`src/uf9b_pkg.sv`:
```
// constants for the nine-bit variable-rate serial port and its baud timers
package uf9b_pkg;
  // register addresses in the special function register space
  localparam logic [7:0] SFR_TIMER_FOUR_CONTROL = 8'hc9;
  localparam logic [7:0] SFR_SERIAL_DATA_BUFFER = 8'hf2;
  // reset values
  localparam logic [7:0] TIMER_FOUR_CONTROL_RST = 8'h00;
  localparam logic [7:0] SERIAL_DATA_BUFFER_RST = 8'h00;
  // timer_four_control field positions
  localparam int BIT_OVERFLOW = 7;
  localparam int BIT_EXTERNAL = 6;
  localparam int BIT_RX_CLK_SEL = 5;
  localparam int BIT_TX_CLK_SEL = 4;
  localparam int BIT_EXT_ENABLE = 3;
  localparam int BIT_RUN = 2;
  localparam int BIT_COUNTER = 1;
  localparam int BIT_CAPTURE = 0;
  // timing constants
  localparam logic [3:0] SLOW_PRESCALE_LAST = 4'hb;  // system_clock / 12
  localparam logic [3:0] OVS_LAST = 4'hf;            // 16 ticks per bit
  localparam logic [3:0] OVS_MID = 4'h7;             // mid-bit sample point
  localparam logic [3:0] TX_FRAME_LAST = 4'ha;       // 11 bits per frame
  localparam logic [3:0] RX_STOP_INDEX = 4'h9;       // 8 data, ninth, stop
  localparam logic [7:0] NARROW_TOP = 8'hff;
  localparam logic [15:0] WIDE_TOP = 16'hffff;
  // receiver states
  typedef enum logic [1:0] {UF9B_RX_IDLE, UF9B_RX_START, UF9B_RX_BITS} uf9b_rx_state_t;
endpackage : uf9b_pkg

```
`src/uf9b_serial_port.sv`:
```
// nine-bit variable-rate serial port with narrow and wide baud timers
`timescale 1ns/1ps
module uf9b_serial_port (
  input wire logic clk_sys,
  input wire logic reset,
  input wire logic [7:0] sfr_addr,       // register address
  input wire logic sfr_wr,               // write strobe
  input wire logic sfr_rd,               // read strobe
  input wire logic [7:0] sfr_wdata,      // write data
  output logic [7:0] sfr_rdata_r,        // read data, valid cycle after strobe
  input wire logic rate_doubler_bit,
  input wire logic eight_bit_timer_clock_select,
  input wire logic [7:0] eight_bit_timer_reload,
  input wire logic [7:0] wide_timer_reload_high,
  input wire logic [7:0] wide_timer_reload_low,
  input wire logic [7:0] slave_address_register,
  input wire logic [7:0] slave_address_mask,
  input wire logic multiproc_enable,     // accept only addressed frames
  input wire logic receive_enable,       // receiver on
  input wire logic tx_ninth_bit,         // programmable ninth bit to send
  input wire logic wide_timer_ext_pin,   // external capture/reload input
  input wire logic rx_pin,               // serial input
  output logic tx_pin_r,                 // serial output
  output logic tx_busy_r,                // frame in progress
  output logic tx_done_r,                // one-cycle pulse at stop bit start
  output logic rx_full_r,                // received byte waiting
  output logic rx_ninth_bit_r,           // ninth bit of last accepted frame
  output logic [15:0] wide_timer_capture_r
);
  import uf9b_pkg::*;

  logic [7:0] control_r;                 // timer_four_control
  logic [7:0] rx_latch_r;                // receive side of serial_data_buffer
  logic [3:0] slow_pre_r;                // divide-by-12 prescaler
  logic half_pre_r;                      // divide-by-2 prescaler
  logic [7:0] narrow_cnt_r;              // eight-bit auto-reload timer
  logic narrow_ovf_r;                    // narrow rollover pulse
  logic [15:0] wide_cnt_r;               // sixteen-bit timer
  logic wide_ovf_r;                      // wide rollover pulse
  logic ext_prev_r;                      // previous level of external pin
  logic [1:0] half_sel_r;                // per-direction overflow halver
  logic [1:0] tick_r;                    // per-direction 16x bit tick
  logic [10:0] tx_shift_r;               // outgoing frame
  logic [3:0] tx_bit_r;                  // bit index in frame
  logic [3:0] tx_ovs_r;                  // ticks within bit
  uf9b_rx_state_t rx_state_r;
  logic [3:0] rx_bit_r;
  logic [3:0] rx_ovs_r;
  logic [8:0] rx_shift_r;                // data plus ninth bit
  logic baud_mode;                       // wide timer forced to baud generator
  logic narrow_en;
  logic wide_en;
  logic ext_fall;
  logic wr_ctrl;
  logic wr_buf;
  logic rd_buf;
  logic [15:0] wide_reload;
  logic rx_accept;

  assign baud_mode = control_r[BIT_RX_CLK_SEL] | control_r[BIT_TX_CLK_SEL];
  assign narrow_en = eight_bit_timer_clock_select | (slow_pre_r == SLOW_PRESCALE_LAST);
  assign wide_en = control_r[BIT_RUN] & (baud_mode ? half_pre_r
                                                   : (slow_pre_r == SLOW_PRESCALE_LAST));
  assign wide_reload = {wide_timer_reload_high, wide_timer_reload_low};
  assign ext_fall = ext_prev_r & ~wide_timer_ext_pin & control_r[BIT_EXT_ENABLE] & ~baud_mode;
  assign wr_ctrl = sfr_wr & (sfr_addr == SFR_TIMER_FOUR_CONTROL);
  assign wr_buf = sfr_wr & (sfr_addr == SFR_SERIAL_DATA_BUFFER);
  assign rd_buf = sfr_rd & (sfr_addr == SFR_SERIAL_DATA_BUFFER);

  // prescalers: system_clock/12 and system_clock/2
  always_ff @(posedge clk_sys or posedge reset) begin
    if (reset) begin
      slow_pre_r <= 4'h0;
      half_pre_r <= 1'b0;
    end else begin
      slow_pre_r <= (slow_pre_r == SLOW_PRESCALE_LAST) ? 4'h0 : slow_pre_r + 4'h1;
      half_pre_r <= ~half_pre_r;
    end
  end

  // narrow auto-reload timer
  always_ff @(posedge clk_sys or posedge reset) begin
    if (reset) begin
      narrow_cnt_r <= 8'h00;
      narrow_ovf_r <= 1'b0;
    end else begin
      narrow_ovf_r <= 1'b0;
      if (narrow_en) begin
        if (narrow_cnt_r == NARROW_TOP) begin
          narrow_cnt_r <= eight_bit_timer_reload;
          narrow_ovf_r <= 1'b1;
        end else begin
          narrow_cnt_r <= narrow_cnt_r + 8'h01;
        end
      end
    end
  end

  // wide timer: baud generator, auto-reload or capture
  always_ff @(posedge clk_sys or posedge reset) begin
    if (reset) begin
      wide_cnt_r <= 16'h0000;
      wide_ovf_r <= 1'b0;
      ext_prev_r <= 1'b1;
      wide_timer_capture_r <= 16'h0000;
    end else begin
      wide_ovf_r <= 1'b0;
      ext_prev_r <= wide_timer_ext_pin;
      if (ext_fall && control_r[BIT_CAPTURE]) begin
        wide_timer_capture_r <= wide_cnt_r;  // capture on falling edge
      end
      if (ext_fall && !control_r[BIT_CAPTURE]) begin
        wide_cnt_r <= wide_reload;           // external reload
      end else if (wide_en) begin
        if (wide_cnt_r == WIDE_TOP) begin
          // baud mode always reloads; capture mode just wraps
          wide_cnt_r <= (baud_mode || !control_r[BIT_CAPTURE]) ? wide_reload : 16'h0000;
          wide_ovf_r <= 1'b1;
        end else begin
          wide_cnt_r <= wide_cnt_r + 16'h0001;
        end
      end
    end
  end

  // control register with sticky hardware flags; set beats clear
  always_ff @(posedge clk_sys or posedge reset) begin
    if (reset) begin
      control_r <= TIMER_FOUR_CONTROL_RST;
    end else begin
      if (wr_ctrl) begin
        control_r <= sfr_wdata;
      end
      if (wide_ovf_r && !baud_mode) begin
        control_r[BIT_OVERFLOW] <= 1'b1;
      end
      if (ext_fall) begin
        control_r[BIT_EXTERNAL] <= 1'b1;
      end
    end
  end

  // per-direction 16x tick from selected timer
  for (genvar d = 0; d < 2; d++) begin : g_dir
    logic use_wide;
    logic src_ovf;
    assign use_wide = control_r[d == 0 ? BIT_TX_CLK_SEL : BIT_RX_CLK_SEL];
    assign src_ovf = use_wide ? wide_ovf_r : narrow_ovf_r;
    always_ff @(posedge clk_sys or posedge reset) begin
      if (reset) begin
        half_sel_r[d] <= 1'b0;
        tick_r[d] <= 1'b0;
      end else begin
        tick_r[d] <= 1'b0;
        if (src_ovf) begin
          if (use_wide || rate_doubler_bit) begin
            tick_r[d] <= 1'b1;               // 16 overflows per bit
          end else begin
            half_sel_r[d] <= ~half_sel_r[d];
            tick_r[d] <= half_sel_r[d];      // 32 overflows per bit
          end
        end
      end
    end
  end

  // transmitter
  always_ff @(posedge clk_sys or posedge reset) begin
    if (reset) begin
      tx_shift_r <= 11'h7ff;
      tx_bit_r <= 4'h0;
      tx_ovs_r <= 4'h0;
      tx_busy_r <= 1'b0;
      tx_pin_r <= 1'b1;
      tx_done_r <= 1'b0;
    end else begin
      tx_done_r <= 1'b0;
      if (!tx_busy_r) begin
        tx_pin_r <= 1'b1;
        if (wr_buf) begin
          // stop, ninth, data lsb first, start
          tx_shift_r <= {1'b1, tx_ninth_bit, sfr_wdata, 1'b0};
          tx_busy_r <= 1'b1;
          tx_bit_r <= 4'h0;
          tx_ovs_r <= 4'h0;
        end
      end else if (tick_r[0]) begin
        tx_pin_r <= tx_shift_r[0];
        tx_ovs_r <= tx_ovs_r + 4'h1;
        if (tx_bit_r == TX_FRAME_LAST && tx_ovs_r == 4'h0) begin
          tx_done_r <= 1'b1;                 // stop bit now on the line
        end
        if (tx_ovs_r == OVS_LAST) begin
          tx_shift_r <= {1'b1, tx_shift_r[10:1]};
          tx_bit_r <= tx_bit_r + 4'h1;
          if (tx_bit_r == TX_FRAME_LAST) begin
            tx_busy_r <= 1'b0;               // frame of 11 bits sent
            tx_pin_r <= 1'b1;
          end
        end
      end
    end
  end

  // frame accepted: latch free, stop high, address check when enabled
  assign rx_accept = !rx_full_r && rx_pin &&
                     (!multiproc_enable ||
                      (rx_shift_r[8] &&
                       ((rx_shift_r[7:0] & slave_address_mask) ==
                        (slave_address_register & slave_address_mask))));

  // receiver
  always_ff @(posedge clk_sys or posedge reset) begin
    if (reset) begin
      rx_state_r <= UF9B_RX_IDLE;
      rx_bit_r <= 4'h0;
      rx_ovs_r <= 4'h0;
      rx_shift_r <= 9'h000;
      rx_latch_r <= SERIAL_DATA_BUFFER_RST;
      rx_ninth_bit_r <= 1'b0;
      rx_full_r <= 1'b0;
    end else begin
      if (rd_buf) begin
        rx_full_r <= 1'b0;                   // read empties the latch
      end
      case (rx_state_r)
        UF9B_RX_IDLE: begin
          if (tick_r[1] && receive_enable && !rx_pin) begin
            rx_state_r <= UF9B_RX_START;
            rx_ovs_r <= 4'h0;
          end
        end
        UF9B_RX_START: begin
          if (tick_r[1]) begin
            rx_ovs_r <= rx_ovs_r + 4'h1;
            if (rx_ovs_r == OVS_MID - 4'h1) begin
              // false start if line went high again
              rx_state_r <= rx_pin ? UF9B_RX_IDLE : UF9B_RX_BITS;
              rx_ovs_r <= 4'h0;
              rx_bit_r <= 4'h0;
            end
          end
        end
        UF9B_RX_BITS: begin
          if (tick_r[1]) begin
            rx_ovs_r <= rx_ovs_r + 4'h1;
            if (rx_ovs_r == OVS_LAST) begin
              rx_bit_r <= rx_bit_r + 4'h1;
              if (rx_bit_r == RX_STOP_INDEX) begin
                rx_state_r <= UF9B_RX_IDLE;
                if (rx_accept) begin
                  rx_latch_r <= rx_shift_r[7:0];
                  rx_ninth_bit_r <= rx_shift_r[8];
                  rx_full_r <= 1'b1;               // set beats read clear
                end
              end else begin
                rx_shift_r <= {rx_pin, rx_shift_r[8:1]};  // lsb first
              end
            end
          end
        end
        default: rx_state_r <= UF9B_RX_IDLE;
      endcase
    end
  end

  // register read port
  always_ff @(posedge clk_sys or posedge reset) begin
    if (reset) begin
      sfr_rdata_r <= 8'h00;
    end else if (sfr_rd) begin
      case (sfr_addr)
        SFR_TIMER_FOUR_CONTROL: sfr_rdata_r <= control_r;
        SFR_SERIAL_DATA_BUFFER: sfr_rdata_r <= rx_latch_r;
        default: sfr_rdata_r <= 8'h00;
      endcase
    end
  end
endmodule : uf9b_serial_port

```
`config.mk`:
```
export PLATFORM = sky130hd
export DESIGN_NAME = uf9b_serial_port
export DESIGN_NICKNAME = d
export VERILOG_FILES = /design/src/uf9b_pkg.sv /design/src/uf9b_serial_port.sv
export SDC_FILE = /design/constraint.sdc
export NUM_CORES = 1
export LEC_CHECK = 0
export ABC_CLOCK_PERIOD_IN_PS = 11100
export BUFFER_PORTS_ARGS = -buffer_cell sky130_fd_sc_hd__buf_2
export CELL_PAD_IN_SITES_DETAIL_PLACEMENT = 1
export CELL_PAD_IN_SITES_GLOBAL_PLACEMENT = 2
export CORE_ASPECT_RATIO = 1.25
export CORE_MARGIN = 3
export CORE_UTILIZATION = 40
export CTS_BUF_LIST = sky130_fd_sc_hd__clkbuf_4
export CTS_CLUSTER_SIZE = 12
export DETAILED_ROUTE_END_ITERATION = 6
export PLACE_DENSITY_LB_ADDON = 0.1
export SKIP_CTS_REPAIR_TIMING = 1
export SLEW_MARGIN = 10
export SYNTH_ARGS = -nofsm -noshare
export SYNTH_HDL_FRONTEND = slang
export SYNTH_SLANG_ARGS = --single-unit
```
`constraint.sdc`:
```
create_clock -name clk_sys -period 11.1 [get_ports clk_sys]
set_clock_uncertainty 0.2 [all_clocks]
set_input_delay 1.665 -clock clk_sys [delete_from_list [all_inputs] [get_ports clk_sys]]
set_output_delay 1.665 -clock clk_sys [all_outputs]
set_load 0.02 [all_outputs]
```
==> impl_metrics.csv, run 1 <==
group,metric,value,unit
timing,fmax,0.289,GHz
setup_path,worstRegToRegCells,6,
hold_path,whs_path_depth,1,
synth,synthTopCellsByArea,"dfrtp_1 46%, mux2_2 8.6%, dfstp_2 5.4%",
global_route,grtUsageMet2,32.8,%
synth,yosys.area.top_type,"dfrtp_1",
global_route,grt_use_met1,24.2,%
layout,fin_cells,828,
global_route,grt_pass1_wl,24800,um
synth,async_reset_ff_share,100,%
setup_path,cp_slowest_stage_delay,0.77,ns
global_route,grt_overflow,0,
place,dp_cells,797,
timing,tightest_slew,1.06,ns
routing,drc,0,
clocking,root_buffer,"clkbuf_4",
layout,syn_to_final_growth,15.0,%
clocking,clk_pin_slew,0.10,ns
setup_path,arrival,1.59,ns
power,p_leak,0.00311,uW
global_route,grt_pass1_vias,4914,
hold_path,hold_path_end,"half_pre_r",
setup_path,cp_max_fo,14,
hold_path,hp-start,"half_pre_r",
clocking,cts_buffers,17,
setup_path,required,9.24,ns
setup_path,cpMaxStageDelayCell,"dfrtp_1",
timing,finalSetupTns,0,ns
synth,ys_ff_latch,118,
synth,yosys.cell_types.count,59,
synth,syn_avg_cell_area,10.7,um2
global_route,grt-busiest-layer,"met2",
timing,rsz0062_at_grt,"no",
die,core_area,14000,um2
die,die_area,16000,um2
die,io_pins,96,
hold_path,hold_path_class,"reg2reg",
synth,syn_nets,624,
outcome,status,"complete, no violations",
synth,netlist_area,5790,um2
routing,drtIter0Drc,139,
setup_path,path_cells,"buf_2",
synth,synth_flop_cell,"dfrtp_1",
setup_path,rr_endpoint,"wide_cnt_r[7]",
layout,nets,723,
timing,timing.final.crit_period,3.46,ns
layout,drive_gt1_share,29.1,%
setup_path,critical_path_buf_inv_count,1,
global_route,grt.total_usage,19.4,%
clocking,clk-insertion-delay-late,0.54,ns
place,place.gp.congestion,0.786,
timing,setup_violations,0,
timing,drv_slew,0,
global_route,antenna_found_initial,1,
clocking,cts_max_path_buffers,2,
routing,wl_per_cell,17.5,um
synth,yosysSeqAreaShare,51.3,%
routing,dr.pass1.iters,4,
global_route,use_met3,4.28,%
global_route,grt_max_degree,73,
setup_path,start_kind,"flip-flop",
clocking,htreeDepth,4,
setup_path,reg2reg_slack,8.39,ns
die,die_w,114,um
power,power.density,139,nW/um2
timing,fin_crit_sh,31.2,%
setup_path,critPathCaptureType,"output pin",
setup_path,critPathLaunch,"tx_busy_r",
place,dp.final_hpwl,10500,um
setup_path,rr_startpoint,"wide_cnt_r[0]",
layout,fill_cells,1618,
power,worst_ir_drop_vdd,0.0705,mV
job,maxCapViolations,0,
layout,final_common_cell,"dfrtp_1",
place,numPortBuffers,95,
routing,avgViaCountPerCell,5.49,
setup_path,path_class,"reg2out",
synth,synth_edf_count,0,
synth,synthCells,542,
clocking,clock-sinks,118,
timing,hold_viol,0,
routing,vias,4549,
die,start_util,41.3,%
synth,yosysWarnings,0,
routing,antenna_left,0,
clocking,cts_tree,"yes",
routing,wl,14500,um
setup_path,crit_cells,1,
setup_path,cp_top_family,"flip-flops",
die,rows,48,
synth,post-synth-top-area-fraction,45.8,%
layout,mostFrequentLayoutCells,"106 x dfrtp_1, 95 x buf_2, 48 x nand2_1, 44 x mux2_2, 43 x o21ai_0",
timing,maxSlewHeadroom,28.6,%
die,die_h,140,um
## final cells by class
class	instances	area (um2)	share of cell area, %
Inverter	23	88.8	1.34
Clock inverter	10	65.1	0.978
Antenna cell	1	2.50	0.0376
Clock buffer	20	150	2.26
Sequential cell	118	2970	44.6
Timing Repair Buffer	98	498	7.49
Multi-Input combinational cell	383	2660	40.0
Tap cell	175	219	3.29
## kinds of logic (layout without fill, tap and decap cells)
kind of cell             after synthesis  count (layout)  synth area share (%)
flip-flops                           118             118                  51.3
multiplexers                          57              57                  10.8
AND/OR/NAND/NOR                      170             170                  15.3
other                                  0               1                     0
adder cells (fa/ha/maj)               15              15                  3.24
AO/OA/AOI/OAI                        121             121                  13.6
buffers and inverters                 41             151                  2.70
XOR/XNOR                              20              20                  3.03
## routing by layer
metal / vias up / part of all wire [%]
li1: 2160 / -
met1: 2275 / 43
met2: 91 / 51
met3: 23 / 4.4
met4: 0 / 1.9
met5: - / 0
## registers in the layout (all words and copies together) (netlist names), 8 cells and up
register,cells
wide_timer_capture_r,16
control_r,8
tx_shift_r,10
narrow_cnt_r,8
rx_shift_r,9
wide_cnt_r,16
sfr_rdata_r,8
rx_latch_r,8
## cells in the mapped netlist (all sizes together), types with 3 or more instances
library cell / count
inv: 23
or2: 5
and3: 8
ha: 15
a21o: 4
dfrtp: 106
o21ai: 43
nand4: 12
a31oi: 7
nor2: 31
nand2b: 9
mux2i: 13
nor4: 4
o211ai: 3
o31ai: 5
nor2b: 3
a311oi: 3
mux2: 44
nand2: 48
a21oi: 21
xor2: 17
a21boi: 3
a22oi: 11
or3: 4
nand3b: 4
and2: 5
nand3: 18
xnor2: 3
clkbuf: 14
buf: 4
nor3: 7
dfstp: 12
nand4b: 3
## worst max-delay path by stage
| stage | to | slack [ns] |
|---|---|---|
| after floorplan | control_r[0] | 6.13 |
| after global placement | rx_latch_r[5] | 7.23 |
| after detailed placement | rx_latch_r[0] | 7.16 |
| after CTS | tx_busy_r | 7.59 |
| after global routing | tx_busy_r | 7.52 |
| final | tx_busy_r | 7.64 |
## stage by stage
stage	setup WS, ns	utilization, %	area (um2)	power [uW]	hold WS (ns)
floorplan	6.13	-	5790	617	0.210
global placement	7.23	46.0	6430	663	0.224
detailed placement	7.16	46.0	6430	673	0.243
CTS	7.59	47.5	6650	942	0.257
global route	7.52	47.5	6650	992	0.278
finish	7.64	47.5	6650	924	0.250
## report_power, final
| part | total [uW] | switching [uW] | leakage, uW | internal, uW |
|---|---|---|---|---|
| sequential | 508 | 41.0 | 0.00152 | 467 |
| clock | 263 | 153 | 0.000123 | 110 |
| combinational | 153 | 86.0 | 0.00148 | 66.8 |
(Power assumes the default switching activity.)
==> inputs of run 2 (changes only) <==
Settings changed: ABC_AREA set to 1, ABC_CLOCK_PERIOD_IN_PS 11100 to 3100, CORE_UTILIZATION 40 to 31.
Clock period 11.1 ns to 3.1 ns, I/O delays scaled along.
==> impl_metrics.csv, run 2 <==
group,metric,value,unit
power,swShare,32.6,%
clocking,clock-sinks,118,
routing,avgViaCountPerCell,4.71,
synth,synth_compound_area_share,8.20,%
synth,synth_top_cells_by_count,"266 x nand2_1, 106 x dfrtp_1, 91 x inv_1",
clocking,cts_buffers,17,
layout,final_common_cell,"nand2_1",
clocking,cts_tree,"yes",
power,worst_ir_drop_vdd,0.192,mV
setup_path,path_class,"reg2reg",
timing,setup_violations,0,
layout,nets,985,
routing,dr.pass1.iters,4,
routing,drtIter0Drc,183,
timing,fin_crit_sh,75.0,%
global_route,grt_pass1_vias,6036,
place,place.gp.congestion,0.758,
die,core_area,19600,um2
job,maxCapViolations,0,
die,start_util,31.8,%
layout,mostFrequentLayoutCells,"266 x nand2_1, 106 x dfrtp_1, 95 x buf_2, 90 x inv_1, 63 x nand3_1",
setup_path,cpMaxStageDelayCell,"dfrtp_1",
synth,synth_flop_cell,"dfrtp_1",
synth,async_reset_ff_share,100,%
timing,finalSetupTns,0,ns
global_route,grtUsageMet2,31.3,%
timing,timing.hold.ws,0.0377,ns
die,die_w,133,um
place,dp.final_hpwl,12800,um
routing,wl,17200,um
clocking,cts_max_path_buffers,2,
timing,maxSlewHeadroom,53.7,%
power,p_leak,0.00375,uW
synth,yosys.area_share.simple,31.2,%
synth,synth_top_family_by_area,"simple AND/OR/NAND/NOR gates",
layout,multi_input_area,2810,um2
timing,tightest_slew,0.694,ns
layout,top_regs,"wide_cnt_r x16, wide_timer_capture_r x16, tx_shift_r x10",
routing,antenna_left,0,
die,die_area,21900,um2
power,power.density,479,nW/um2
setup_path,reg2reg_slack,0.78,ns
global_route,grt_max_degree,119,
power,clock_power_share,32.4,%
synth,synth_most_common_cell,"nand2_1",
setup_path,cp_slowest_stage_delay,0.45,ns
hold_path,hold_path_class,"in2reg",
timing,rsz0062_at_grt,"no",
setup_path,start_kind,"flip-flop",
outcome,status,"complete, no violations",
power,finalPower,3510,uW
routing,wl_per_cell,14.6,um
power,p_switching,1150,uW
layout,fill_cells,2456,
clocking,clk_pin_slew,0.13,ns
global_route,grt_use_met1,18.6,%
global_route,grt_pass1_wl,28900,um
timing,timing.final.crit_period,2.32,ns
synth,netlist_area,6240,um2
synth,ys_ff_latch,118,
place,place_area,6970,um2
power,p_int,2360,uW
synth,yosys.area.top_type,"dfrtp_1",
synth,synth_xor_area_share,1.40,%
synth,yosysSeqAreaShare,47.6,%
setup_path,path_cells,"clkinv_1 -> nand4_2 -> nand2_1 -> nor2_1 -> a21oi_1",
power,seqPwrFrac,50.3,%
synth,syn_avg_cell_area,7.84,um2
synth,post-synth-top-area-fraction,42.5,%
global_route,use_met3,3.41,%
global_route,antenna_found_initial,1,
setup_path,required,3.33,ns
timing,setup_ws,0.776,ns
layout,syn_to_final_growth,17.5,%
die,die_h,165,um
place,preCtsSetupSlack,0.811,ns
synth,synthCells,796,
place,numPortBuffers,95,
die,rows,57,
global_route,grt.total_usage,16.4,%
timing,drv_slew,0,
setup_path,critPathCaptureType,"flip-flop",
power,combPwrFrac,17.3,%
routing,drc,0,
synth,yosys.cell_types.count,43,
clocking,htreeDepth,4,
clocking,clk-insertion-delay-late,0.53,ns
synth,yosys.area_share.adder,3.01,%
global_route,grt_overflow,0,
timing,fmax,0.430,GHz
clocking,root_buffer,"clkbuf_4",
routing,vias,5572,
layout,final_area,7330,um2
setup_path,cp_max_fo,21,
synth,synth_mux_area_share,1.24,%
layout,drive_gt1_share,19.3,%
layout,area.sequential,2970,um2
synth,synth_edf_count,0,
die,io_pins,96,
synth,synthTopCellsByArea,"dfrtp_1 43%, nand2_1 16%, inv_1 5.5%",
synth,syn_nets,878,
setup_path,arrival,2.56,ns
synth,yosysWarnings,0,
global_route,grt-busiest-layer,"met2",
timing,hold_viol,0,
[run 2: metal layers]
metal / share of wire [%] / vias up
li1: - / 2760
met1: 43 / 2730
met2: 54 / 68
met4: 0.98 / 0
met3: 2.4 / 14
met5: 0 / -
[run 2: cells by family after synthesis]
logic type                 count (synthesis)
xor gates and xnor gates                  10
and+or+nand+nor                          441
DFF                                      118
adders and majority gates                 15
muxes                                      7
buffers and inverters                    110
AOI/OAI and AO/OA                         95
[run 2: path summary, 6_finish.rpt]
| path | start | to | cells past startpoint |
|---|---|---|---|
| setup / recovery | tx_busy_r | tx_shift_r[6] | 5 |
| hold / removal | rate_doubler_bit | tick_r[1] | 3 |
| max in group asynchronous | reset | rx_latch_r[0] | 4 |
| setup reg to reg | tx_busy_r | tx_shift_r[6] | 5 |
| hold reg to reg | half_pre_r | half_pre_r | 1 |
| min in group asynchronous | reset | narrow_cnt_r[3] | 4 |
[run 2: final cells by class]
cell class / count / share of cell area [%]
Sequential cell: 118 / 40.5
Multi-Input combinational cell: 568 / 38.4
Timing Repair Buffer: 104 / 7.85
Inverter: 94 / 4.93
Tap cell: 265 / 4.52
Clock inverter: 15 / 2.10
Clock buffer: 17 / 1.74
Antenna cell: 1 / 0.0341
[run 2: critical path, delay by kind of cell (launching register included)]
family,cells,cell delay [ns]
and+or+nand+nor,3,1.05
buffers and inverters,1,0.44
AOI/OAI and AO/OA,1,0.07
DFF,1,0.45
[run 2: power by group through the flow]
stage / Combinational [uW] / Sequential [uW] / Clock [uW]
after global routing: 715 / 1790 / 1270
after floorplan: 435 / 1770 / 0
after CTS: 619 / 1770 / 1190
after global placement: 584 / 1790 / 0
after detailed placement: 615 / 1790 / 0
final: 608 / 1770 / 1140
[run 2: through the flow]
step                      util (%)  instances
after detailed placement      35.5       1141
after global routing          37.4       1182
final                         37.4       1182
after floorplan                  -        796
after CTS                     37.0       1173
after global placement        35.5       1141
